**src/xps_defines.vh**
```
/*
 * Constants for the crosspoint serial configuration chain: control word
 * layout, start frame codes, field indices and selection codes.
 * Assumes it is included by bare name from the chain design files.
 */
`ifndef XPS_DEFINES_VH
`define XPS_DEFINES_VH

// ============================================================
// Control word layout
// ============================================================
`define XPS_WORD_LAST    5'h1d       // Index of last bit in a word (D0)
`define XPS_FRAME_LOAD   6'h1f       // Start frame: configuration load
`define XPS_FRAME_READ   6'h1e       // Start frame: configuration read
`define XPS_ROW_FIRST    5'h06       // Word index of row field MSB
`define XPS_ROW_LAST     5'h0b       // Word index of row field LSB
`define XPS_COL_FIRST    5'h0c       // Word index of column field MSB
`define XPS_COL_LAST     5'h11       // Word index of column field LSB
`define XPS_CFG_FIRST    5'h12       // Word index of first selection bit
`define XPS_SCAN_LIMIT   5'h18       // Frame scan blocked below this index
`define XPS_WORD_IN      5'h18       // Tap index once D0 has arrived
`define XPS_ADDR_ZERO    6'h00       // Address of the addressed device

// ============================================================
// Forwarding pipeline
// ============================================================
`define XPS_TAP          5           // Shift tap giving seven edge latency
`define XPS_SR_MSB       29          // Top bit of the input shift register

// ============================================================
// Selection codes and reset values
// ============================================================
`define XPS_SEL_OFF      3'h0        // Output in high impedance
`define XPS_SEL_MAX      3'h4        // Highest valid input code
`define XPS_CFG_RESET    12'h000     // All outputs off after reset

`endif

```
**src/xps_chain.v**
```verilog
/*
 * Serial configuration chain of one crosspoint device: frame scanning,
 * address decrement while forwarding, staged load, read-back insertion.
 * Assumes sclk, si and load are pins sampled by a faster clk (40 MHz),
 * so each shift clock level lasts several clk periods.
 */
// Contract
// - 30-bit word, MSB first, seven fields
// - Frames 1F load, 1E read, scanned continuously; code holds the scan off while a framed word is still arriving
// - Code 0 off, 1-4 inputs, rest invalid
// - Addressed load fills staging; strobe copies active
// - Read frame enters read-back handling
// - Addressed read inserts active configuration both outputs
// - Downstream devices decrement returned word address
// - Sender puts returned row address on column output
// - After insertion, revert to write handling
// - Seven shift clocks latency per device
// - Words ripple via row and column outputs
// - Staging holds configuration until load strobe
// - Forwarded word address decremented modulo 64
`timescale 1ns/1ps
`default_nettype none
`include "xps_defines.vh"

module xps_chain
(
    input  wire        clk,
    input  wire        resetn,
    input  wire        ce,
    input  wire        sclk_pin,
    input  wire        si_pin,
    input  wire        load_pin,
    output wire        row_forward_out,
    output wire        row_forward_clock,
    output wire        column_forward_out,
    output wire        column_forward_clock,
    output wire [2:0]  output_one_select,
    output wire [2:0]  output_two_select,
    output wire [2:0]  output_three_select,
    output wire [2:0]  output_four_select,
    output wire [3:0]  output_enable,
    output wire [7:0]  input_index
);

    // ============================================================
    // Helper functions
    // ============================================================
    // Address minus one, wrapping from zero to all ones
    function [5:0] dec6;
        input [5:0] v;
        begin
            dec6 = v - 6'h01;
        end
    endfunction

    // Pick one bit of a field, index counted from the field MSB
    function fbit;
        input [11:0] v;
        input [4:0]  idx;
        input [3:0]  msb;
        reg   [4:0]  pos;
        begin
            pos  = {1'b0, msb} - idx;
            fbit = v[pos[3:0]];
        end
    endfunction

    // Selection code to enable: invalid codes stay off
    function sel_en;
        input [2:0] c;
        begin
            sel_en = (c != `XPS_SEL_OFF) && (c <= `XPS_SEL_MAX);
        end
    endfunction

    // Selection code to 2-bit input number
    function [1:0] sel_idx;
        input [2:0] c;
        reg   [2:0] t;
        begin
            t       = c - 3'h1;
            sel_idx = sel_en(c) ? t[1:0] : 2'h0;
        end
    endfunction

    // ============================================================
    // Pin sampling and shift clock edge
    // ============================================================
    wire [2:0] pins_s;                 // Synchronised sclk, si, load
    wire       sclk_s;
    wire       si_s;
    wire       load_s;
    reg        sclk_prev_q;            // Last sclk level, for edge find
    wire       shift;                  // One clk pulse per sclk rise

    xps_sync #(.W(3)) u_sync
    (
        .clk    (clk),
        .resetn (resetn),
        .ce     (ce),
        .d      ({sclk_pin, si_pin, load_pin}),
        .q      (pins_s)
    );

    assign sclk_s = pins_s[2];
    assign si_s   = pins_s[1];
    assign load_s = pins_s[0];
    assign shift  = sclk_s & ~sclk_prev_q;

    // ============================================================
    // Datapath state
    // ============================================================
    reg  [29:0] sr_q;                  // Incoming bits, [0] newest
    reg         ovalid_q;              // Tap bit belongs to a framed word
    reg  [4:0]  ocnt_q;                // Word index of the tap bit
    reg         is_read_q;             // Current word is a read
    reg  [5:0]  rowm1_q;               // Row minus one, column stream
    reg  [5:0]  colm1_q;               // Column minus one, row stream
    reg         hit_q;                 // Word addresses this device
    reg         rb_q;                  // Read-back insertion armed
    reg  [11:0] rbdata_q;              // Configuration being returned
    reg  [11:0] stage_q;               // Staging register
    reg  [11:0] active_q;              // Active configuration
    reg         row_out_q;
    reg         col_out_q;
    reg         row_clk_q;
    reg         col_clk_q;
    reg  [3:0]  oe_q;                  // Decoded output enables
    reg  [7:0]  idx_q;                 // Decoded input numbers

    reg  [29:0] sr_d;
    reg         ovalid_d;
    reg  [4:0]  ocnt_d;
    reg         start;                 // Recognised start frame now
    reg         row_bit;
    reg         col_bit;

    // ============================================================
    // Next shift state and outgoing bits
    // ============================================================
    always @*
    begin
        sr_d     = {sr_q[`XPS_SR_MSB-1:0], si_s};
        // Scan the stream unless a word is still arriving
        start    = (sr_d[5:0] == `XPS_FRAME_LOAD ||
                    sr_d[5:0] == `XPS_FRAME_READ) &&
                   !(ovalid_q && ocnt_q < `XPS_SCAN_LIMIT);
        ovalid_d = ovalid_q && (ocnt_q != `XPS_WORD_LAST);
        ocnt_d   = ocnt_q + 5'h01;
        if (start)
        begin
            ovalid_d = 1'b1;
            ocnt_d   = 5'h00;
        end
        // Unframed bits leave exactly as they came in
        row_bit = sr_q[`XPS_TAP];
        col_bit = sr_q[`XPS_TAP];
        if (ovalid_q)
        begin
            // Row stream carries column minus one
            if (ocnt_q >= `XPS_COL_FIRST && ocnt_q <= `XPS_COL_LAST)
                row_bit = fbit({6'h00, colm1_q}, ocnt_q - `XPS_COL_FIRST,
                               4'h5);
            // Column stream carries row minus one
            if (ocnt_q >= `XPS_ROW_FIRST && ocnt_q <= `XPS_ROW_LAST)
                col_bit = fbit({6'h00, rowm1_q}, ocnt_q - `XPS_ROW_FIRST,
                               4'h5);
            // Read-back fills the selection fields of both streams
            if (rb_q && ocnt_q >= `XPS_CFG_FIRST)
            begin
                row_bit = fbit(rbdata_q, ocnt_q - `XPS_CFG_FIRST,
                               4'hb);
                col_bit = row_bit;
            end
        end
    end

    // ============================================================
    // Shift, decode and forward on each shift clock rise
    // ============================================================
    always @(posedge clk or negedge resetn)
    begin
        if (!resetn)
        begin
            sclk_prev_q <= 1'b0;
            sr_q        <= 30'h0000_0000;
            ovalid_q    <= 1'b0;
            ocnt_q      <= 5'h00;
            is_read_q   <= 1'b0;
            rowm1_q     <= 6'h00;
            colm1_q     <= 6'h00;
            hit_q       <= 1'b0;
            rb_q        <= 1'b0;
            rbdata_q    <= `XPS_CFG_RESET;
            stage_q     <= `XPS_CFG_RESET;
            active_q    <= `XPS_CFG_RESET;
            row_out_q   <= 1'b0;
            col_out_q   <= 1'b0;
            row_clk_q   <= 1'b1;
            col_clk_q   <= 1'b1;
        end
        else if (ce)
        begin
            sclk_prev_q <= sclk_s;
            // Inverted clock rises mid-bit, away from data changes
            row_clk_q   <= ~sclk_s;
            col_clk_q   <= ~sclk_s;
            if (shift)
            begin
                sr_q      <= sr_d;
                ovalid_q  <= ovalid_d;
                ocnt_q    <= ocnt_d;
                // Tap plus output flop gives seven edges of delay
                row_out_q <= row_bit;
                col_out_q <= col_bit;
                if (start)
                    is_read_q <= (sr_d[5:0] == `XPS_FRAME_READ);
                // Row field complete: ready for column stream
                if (ovalid_d && ocnt_d == `XPS_ROW_FIRST)
                    rowm1_q <= dec6(sr_d[5:0]);
                // Column field complete: decide on addressing
                if (ovalid_d && ocnt_d == `XPS_COL_FIRST)
                begin
                    colm1_q <= dec6(sr_d[5:0]);
                    hit_q   <= (sr_d[11:6] == `XPS_ADDR_ZERO) &&
                               (sr_d[5:0] == `XPS_ADDR_ZERO);
                    if (is_read_q && sr_d[11:6] == `XPS_ADDR_ZERO &&
                        sr_d[5:0] == `XPS_ADDR_ZERO)
                    begin
                        rb_q     <= 1'b1;
                        rbdata_q <= active_q;
                    end
                end
                // Last bit of the word has arrived, D11:D0 in sr_d[11:0]
                if (ovalid_d && ocnt_d == `XPS_WORD_IN)
                begin
                    if (hit_q && !is_read_q)
                        stage_q <= sr_d[11:0];
                    hit_q <= 1'b0;
                end
                // Insertion done: back to write handling
                if (ovalid_q && ocnt_q == `XPS_WORD_LAST)
                    rb_q <= 1'b0;
                // Load strobe sampled on the shift clock rise
                if (load_s)
                    active_q <= stage_q;
            end
        end
    end

    // ============================================================
    // Output selection decode
    // ============================================================
    // Registered so switch controls never glitch from decode logic
    always @(posedge clk or negedge resetn)
    begin
        if (!resetn)
        begin
            oe_q  <= 4'h0;
            idx_q <= 8'h00;
        end
        else if (ce)
        begin
            oe_q  <= {sel_en(active_q[2:0]), sel_en(active_q[5:3]),
                      sel_en(active_q[8:6]), sel_en(active_q[11:9])};
            idx_q <= {sel_idx(active_q[2:0]), sel_idx(active_q[5:3]),
                      sel_idx(active_q[8:6]), sel_idx(active_q[11:9])};
        end
    end

    assign row_forward_out      = row_out_q;
    assign column_forward_out   = col_out_q;
    assign row_forward_clock    = row_clk_q;
    assign column_forward_clock = col_clk_q;
    assign output_one_select    = active_q[11:9];
    assign output_two_select    = active_q[8:6];
    assign output_three_select  = active_q[5:3];
    assign output_four_select   = active_q[2:0];
    assign output_enable        = oe_q;
    assign input_index          = idx_q;

endmodule

`default_nettype wire

```
**src/xps_sync.v**
```verilog
/*
 * Two flip-flop synchroniser for a group of independent pin levels.
 * Assumes each bit is a slow level relative to clk; no bus coherency.
 */
`timescale 1ns/1ps
`default_nettype none

module xps_sync
#(
    parameter W = 3                    // Number of levels
)
(
    input  wire         clk,
    input  wire         resetn,
    input  wire         ce,
    input  wire [W-1:0] d,
    output wire [W-1:0] q
);

    // ============================================================
    // Synchroniser stages
    // ============================================================
    reg [W-1:0] meta_q;                // First stage, read by stage two only
    reg [W-1:0] sync_q;                // Second stage, safe to use

    // Both stages freeze with the clock enable
    always @(posedge clk or negedge resetn)
    begin
        if (!resetn)
        begin
            meta_q <= {W{1'b0}};
            sync_q <= {W{1'b0}};
        end
        else if (ce)
        begin
            meta_q <= d;
            sync_q <= meta_q;
        end
    end

    assign q = sync_q;

endmodule

`default_nettype wire

```
**config.mk**
```make
export PLATFORM = sky130hd
export DESIGN_NAME = xps_chain
export DESIGN_NICKNAME = d
export VERILOG_FILES = /design/src/xps_chain.v /design/src/xps_sync.v
export VERILOG_INCLUDE_DIRS = /design/src
export SDC_FILE = /design/constraint.sdc
export NUM_CORES = 1
export LEC_CHECK = 0
export ABC_AREA = 1
export BUFFER_PORTS_ARGS = -buffer_cell sky130_fd_sc_hd__clkbuf_2
export CAP_MARGIN = 40
export CELL_PAD_IN_SITES_DETAIL_PLACEMENT = 2
export CELL_PAD_IN_SITES_GLOBAL_PLACEMENT = 2
export CORE_UTILIZATION = 37
export CTS_CLUSTER_DIAMETER = 30
export DETAILED_ROUTE_END_ITERATION = 12
export MAX_ROUTING_LAYER = met4
export PLACE_DENSITY = 0.85
export SYNTH_ARGS = -nofsm -noshare
export SYNTH_HDL_FRONTEND = slang
export SYNTH_SLANG_ARGS = --single-unit
```
**constraint.sdc**
```tcl
create_clock -name clk -period 2.2 [get_ports clk]
set_input_delay 0.44 -clock clk [delete_from_list [all_inputs] [get_ports clk]]
set_output_delay 0.44 -clock clk [all_outputs]
set_load 0.005 [all_outputs]
```
==> out/results.ini, run 1 <==
[worst_setup_path]
crit_required_ns = 2.42
reg2reg_from = ocnt_q[3]
rr_worst_depth = 11
max_stage_delay_ns = 0.46
crit_path_end = colm1_q[5]
crit_start = ocnt_q[3]
cp-start-kind = flip-flop
path_max_fanout = 9
r2r_setup_slack_ns = 0.13
crit_slowest_cell = dfrtp_2
crit_chain = ha_1 -> nand2_1 -> xor2_1 -> inv_1 -> nand2_2 -> nand2_1 -> nor2_4 -> nand2_2 -> buf_4 -> nand2_1 -> o21ai_2
cp-end-kind = flip-flop
r2r_end = colm1_q[5]
cpMostUsedCell = nand2_1
crit_type = flip-flop to flip-flop
cp_data_arrival_time_ns = 2.30

[floorplan]
start_util_pct = 38.5
io_pins = 34
die_y_um = 112
die_w_um = 112
row_count = 39
core_region_area_mm2 = 0.0116
die_area_mm2 = 0.0125

[clock_network]
root_buffer = clkbuf_16
clock_latency_ns = 0.34
cts.path.max_buffers = 2
cts_tree = done
cts.sink_count = 90
post_cts_buffers = 0
cts_made_buffers = 9
cts_max_level = 3
path_clk_slew_ns = 0.06

[pwr]
vdd_drop_max_mv = 0.458
p_sw_share_pct = 41.4
total_power_mw = 6.51
p_sw_mw = 2.69
p_per_area_mw_per_mm2 = 1260
p_seq_share_pct = 38.1
p_int_mw = 3.81
leakage_nw = 2.57
combPwrFrac_pct = 39.5
power_frac_clock_pct = 22.5

[layout]
ff_latch_area_mm2 = 0.00225
final_cell_mix = nand2_1, dfrtp_1, inv_1, o21ai_0
nNetsFinal = 577
diodes = 0
area_growth_pct = 15.9
nFillCells = 1267
multi_input_area_mm2 = 0.00189
final_core_util_pct = 44.6
layout_commonest_cell = nand2_1
layout-drive-gt1-share_pct = 20.9

[grt]
grt_pass1_wl_um = 21900
grt_antenna_before_repair = 0
grt_max_degree = 43
grt_pass1_vias = 4062
grt_usage_pct = 23.5
grt-ovfl-total = 0

[place]
place_congestion = 0.792
dpl.hpwl_um = 9810
port_buffers = 33
pre_cts_slack_ns = 0.0450

[synthesis]
synthCells = 508
yosys_register_bits = 90
ys_seq_area_share_pct = 50.4
ys_types = 38
yosys_warnings = 0
syn_area_mm2 = 0.00447
synth.avg_cell_area_um2 = 8.79
syn-num-nets = 531

[sta]
layout_min_cycle_time_ns = 2.07
slew_headroom_pct = 51.4
rsz0062_at_grt = yes
hold_violations = 0
worst_pin_slew_ns = 0.728
finClkSkew_ns = 0.00845
whs_ns = 0.0816
fmax_ghz = 0.482
setup_slack_ns = 0.125
fin_crit_sh_pct = 94.3
setup_viol = 0
slew_violations = 0

[detailed_routing]
drt_wl_total_um = 13000
vias = 3594
via_per_inst = 5.12
drc = 0
wl_per_cell_um = 18.5
ant_nets = 0
first_iter_violations = 138
dr.pass1.iters = 4

[outcome]
status = complete, no violations

[worst_hold_path]
hp-class = primary input to async pin

[run]
drv_cap = 0

-- worst min path at each step --
stage | startpoint | end | slack [ns]
after floorplan | resetn | active_q[0] | 0.14
after global placement | u_sync.meta_q[1] | u_sync.meta_q[1] | 0.46
after detailed placement | resetn | u_sync.meta_q[2] | 0.47
after CTS | resetn | stage_q[1] | 0.10
after global routing | resetn | active_q[5] | 0.13
final | resetn | u_sync.meta_q[2] | 0.08
-- cell families after synthesis --
| family | count (synthesis) | share of synthesized area (%) |
|---|---|---|
| and+or+nand+nor | 216 | 20.8 |
| AOI/OAI and AO/OA | 98 | 14.2 |
| DFF | 90 | 50.4 |
| buffers and inverters | 75 | 7.40 |
| adders and majority gates | 17 | 4.76 |
| xor gates and xnor gates | 12 | 2.35 |
-- power groups by stage --
| stage | Combinational [mW] | Sequential, mW | Clock (mW) |
|---|---|---|---|
| 2_1_floorplan | 1.54 | 2.43 | 0 |
| 5_1_grt | 2.89 | 2.54 | 1.55 |
| 6_report | 2.57 | 2.48 | 1.46 |
| 3_5_place_dp | 2.57 | 2.51 | 0 |
| 3_3_place_gp | 2.41 | 2.47 | 0 |
| 4_1_cts | 2.61 | 2.48 | 1.49 |
-- metrics by stage --
step / cell area, um2 / setup TNS, ns / cells
4_1_cts: 5170 / 0 / 702
6_report: 5180 / 0 / 702
2_1_floorplan: 4470 / 0 / 508
3_5_place_dp: 4890 / 0 / 686
3_3_place_gp: 4890 / 0 / 686
5_1_grt: 5180 / -0.0176 / 702
-- what timing repair did --
action                                  in CTS  in global routing
resized for setup                            1                  2
hold buffers                                 0                  0
endpoints found under the setup margin       2                  6
pin swaps                                    0                  0
-- cells in the mapped netlist --
cell      number  area [um2]
inv_1         53         199
inv_4          1        6.26
or2_2          1        6.26
nor2_8         1        20.0
o21ai_0       36         180
o21a_1         2        15.0
nand2_1      140         526
o21bai_1       1        7.51
buf_4          1        7.51
xor2_1         7        61.3
a21oi_2        1        8.76
and3_1         1        6.26
buf_2          4        20.0
o21ai_2       30         263
clkbuf_1       7        26.3
nand4_1        5        31.3
buf_1          1        3.75
dfrtp_1       89        2230
inv_2          2        7.51
nor2_2         1        6.26
o22ai_1        1        6.26
dfstp_2        1        26.3
nor3_2         1        10.0
o21ai_1        6        30.0
o211ai_1       1        7.51
nor2_1        32         120
nand4_4        1        21.3
buf_6          5        56.3
o211ai_4       1        21.3
xnor2_1        5        43.8
ha_1          17         213
nor3_1         5        25.0
a21oi_1       19        95.1
nand2_2        3        18.8
clkinv_1       1        3.75
nand3b_1       1        7.51
nor2_4         2        22.5
nand3_1       22         110
-- layout make-up --
| type | count | share of cell area, % |
|---|---|---|
| Clock buffer | 11 | 4.69 |
| Clock inverter | 5 | 0.749 |
| Inverter | 57 | 4.25 |
| Multi-Input combinational cell | 343 | 36.4 |
| Sequential cell | 90 | 43.6 |
| Tap cell | 143 | 3.46 |
| Timing Repair Buffer | 53 | 6.86 |
-- flip-flops by register name (all words and copies together) (netlist names) --
| register | flops |
|---|---|
| stage_q | 12 |
| sr_q | 11 |
| sclk_prev_q | 1 |
| u_sync.meta_q | 3 |
| colm1_q | 6 |
| input_index | 8 |
| hit_q | 1 |
| rowm1_q | 6 |
| column_forward_out | 1 |
| is_read_q | 1 |
| u_sync.q | 3 |
| output_enable | 4 |
| active_q | 12 |
| rbdata_q | 12 |
| ovalid_q | 1 |
| row_forward_out | 1 |
| rb_q | 1 |
| ocnt_q | 5 |
| column_forward_clock | 1 |
-- metal layers --
layer  vias to the layer above  part of all wire (%)  track usage, %
met5                         -                     0               -
met4                         0                   1.7            6.76
met3                        18                   1.6            3.16
met2                        36                    52            40.7
met1                      1825                    45            28.5
li1                       1715                     -               -
-- worst max-delay path, delay by kind of cell, from the launching register on --
family,cells,cell delay (ns)
AND/OR/NAND/NOR,6,0.72
adder cells (fa/ha/maj),1,0.23
flip-flops,1,0.46
AO/OA/AOI/OAI,1,0.07
buffers and inverters,2,0.29
XOR/XNOR,1,0.18
Note: power is estimated with default switching activity, not from simulation.
==> run 2: changes to the inputs <==
- ABC_AREA: 1 -> 0
- CORE_UTILIZATION: 37 -> 40
- PLACE_DENSITY: 0.85 -> 0.84
- RECOVER_POWER: not set -> 25
==> out/results.ini, run 2 <==
[synthesis]
synth-async-reset-ratio_pct = 100
synth.avg_cell_area_um2 = 11.8
synthCells = 372
yosysMostFrequentCell = dfrtp_1
synth_edf_count = 0
syn_area_mm2 = 0.00440
synth.area.top_cells = dfrtp_1, mux2_2, ha_1
yosys_warnings = 0
synthTopCellsByCount = dfrtp_1, mux2_2, nand2_1
synth.top_cell.area_share_pct = 50.6
netlist.top_cell.by_area = dfrtp_1
yosys_register_bits = 90
syn-num-nets = 395
ys.flop_type = dfrtp_1
ys_types = 51
ys_seq_area_share_pct = 51.2

[detailed_routing]
dr.pass1.iters = 4
drt_wl_total_um = 18200
ant_nets = 0
via_per_inst = 5.76
drc = 0
wl_per_cell_um = 30.4
first_iter_violations = 228
vias = 3446

[grt]
grt_pass1_wl_um = 25900
grt_usage_pct = 33.1
use_met2_pct = 57.3
busiest_layer = met2
grt_antenna_before_repair = 0
use_met3_pct = 6.99
grt_max_degree = 42
grt_pass1_vias = 4030
grt-ovfl-total = 0
grtUsageMet1_pct = 36.1

[sta]
setup_viol = 32
fin_crit_sh_pct = 108
hold_violations = 0
worst_pin_slew_ns = 0.777
setup_slack_ns = -0.185
finClkSkew_ns = 0.0325
layout_min_cycle_time_ns = 2.39
fmax_ghz = 0.419
slew_headroom_pct = 48.2
rsz0062_at_grt = yes
slew_violations = 0

[layout]
diodes = 0
multi_input_area_mm2 = 0.00224
nNetsFinal = 480
final_area_mm2 = 0.00566
area_growth_pct = 28.4
top_regs = active_q (12), rbdata_q (12), stage_q (12)
ff_latch_area_mm2 = 0.00226
layout-drive-gt1-share_pct = 46.5
final_cell_mix = dfrtp_1, buf_4, mux2_2, nand2_1, clkbuf_2
layout_commonest_cell = dfrtp_1
final_core_util_pct = 53.8
nFillCells = 980

[place]
pre_cts_slack_ns = -0.232
dpl.hpwl_um = 9900
port_buffers = 33
place_congestion = 0.836
place_area_mm2 = 0.00506

[clock_network]
cts_max_level = 3
cts.sink_count = 90
clock_latency_ns = 0.38
cts_tree = done
cts_made_buffers = 9
path_clk_slew_ns = 0.10
cts.path.max_buffers = 2
root_buffer = clkbuf_8

[floorplan]
start_util_pct = 41.9
die_area_mm2 = 0.0114
die_w_um = 107
row_count = 37
io_pins = 34
die_y_um = 107
core_region_area_mm2 = 0.0105

[outcome]
violations = negative setup slack
status = complete, but fails checks

[pwr]
total_power_mw = 5.54
vdd_drop_max_mv = 0.580
p_per_area_mw_per_mm2 = 979
leakage_nw = 2.74

[worst_setup_path]
path_max_fanout = 7
crit_required_ns = 2.44
crit_type = flip-flop to flip-flop
cp-start-kind = flip-flop
r2r_setup_slack_ns = -0.19
cp-end-kind = flip-flop
cp_data_arrival_time_ns = 2.62

[worst_hold_path]
hp-class = primary input to flip-flop

[run]
drv_cap = 0

[run 2: cell count changes after synthesis, sizes merged, moves of 6 or more]
cell,delta
nand2,-96
mux2,+64
o21ai,-60
inv,-32
a21oi,-19
nand3,-19
nor2,-18
mux2i,+10
nand4,-6
[run 2: area by class of cell]
class	count	area share, %
flip-flops and latches	90	39.9
multi-input cells	237	39.6
repair buffers	95	12.3
well taps	136	3.01
clock buffers	13	2.99
inverters	24	1.68
clock inverters	3	0.420
[run 2: worst max-delay path, stage by stage (launching register included)]
cell,delay [ns]
dfrtp_1,0.41
buf_6,0.18
inv_2,0.08
ha_4,0.30
buf_4,0.13
mux4_2,0.29
nor2_2,0.13
nor3_2,0.07
nor4_2,0.42
buf_4,0.20
a311oi_1,0.05
[run 2: through the flow]
stage	std cells	setup TNS, ns	hold WS (ns)
floorplan	372	-1.84	0.144
global placement	565	-0.401	0.397
detailed placement	565	-4.57	0.403
CTS	597	-0.234	0.298
global route	598	-3.33	0.299
finish	598	-2.47	0.304
[run 2: report_power, final]
group | total (mW) | switching, mW | internal [mW]
combinational | 2.35 | 1.33 | 1.02
sequential | 2.01 | 0.190 | 1.82
clock | 1.18 | 0.674 | 0.508
total | 5.54 | 2.20 | 3.34
[run 2: final timing paths]
path,start,to,cells after the start
max in group asynchronous,resetn,input_index[6],3
hold reg to reg,column_forward_clock,column_forward_clock,2
hold / removal,si_pin,u_sync.meta_q[1],2
setup / recovery,ocnt_q[2],row_forward_out,10
setup reg to reg,ocnt_q[2],row_forward_out,10
min in group asynchronous,resetn,stage_q[8],2
[run 2: cell families after synthesis]
kind of cell | Yosys count | synth area share [%]
fa+ha+maj | 17 | 4.83
xor+xnor | 14 | 2.78
mux | 77 | 20.2
simple gates | 92 | 10.0
compound gates | 37 | 6.51
flops | 90 | 51.2
buf+inv | 45 | 4.52
[run 2: per-layer routing]
layer / vias to the layer above / part of all wire (%)
li1: 1452 / -
met5: - / 0
met4: 0 / 5.9
met2: 109 / 51
met3: 68 / 3.3
met1: 1817 / 39
[run 2: what timing repair did]
action / CTS / global route
hold endpoints to repair: 17 / 0
gates resized for setup: 43 / 19
gates cloned: 2 / 0
endpoints found under the setup margin: 38 / 37
pin swaps: 16 / 8
hold buffers: 1 / 0
setup buffers: 13 / 2
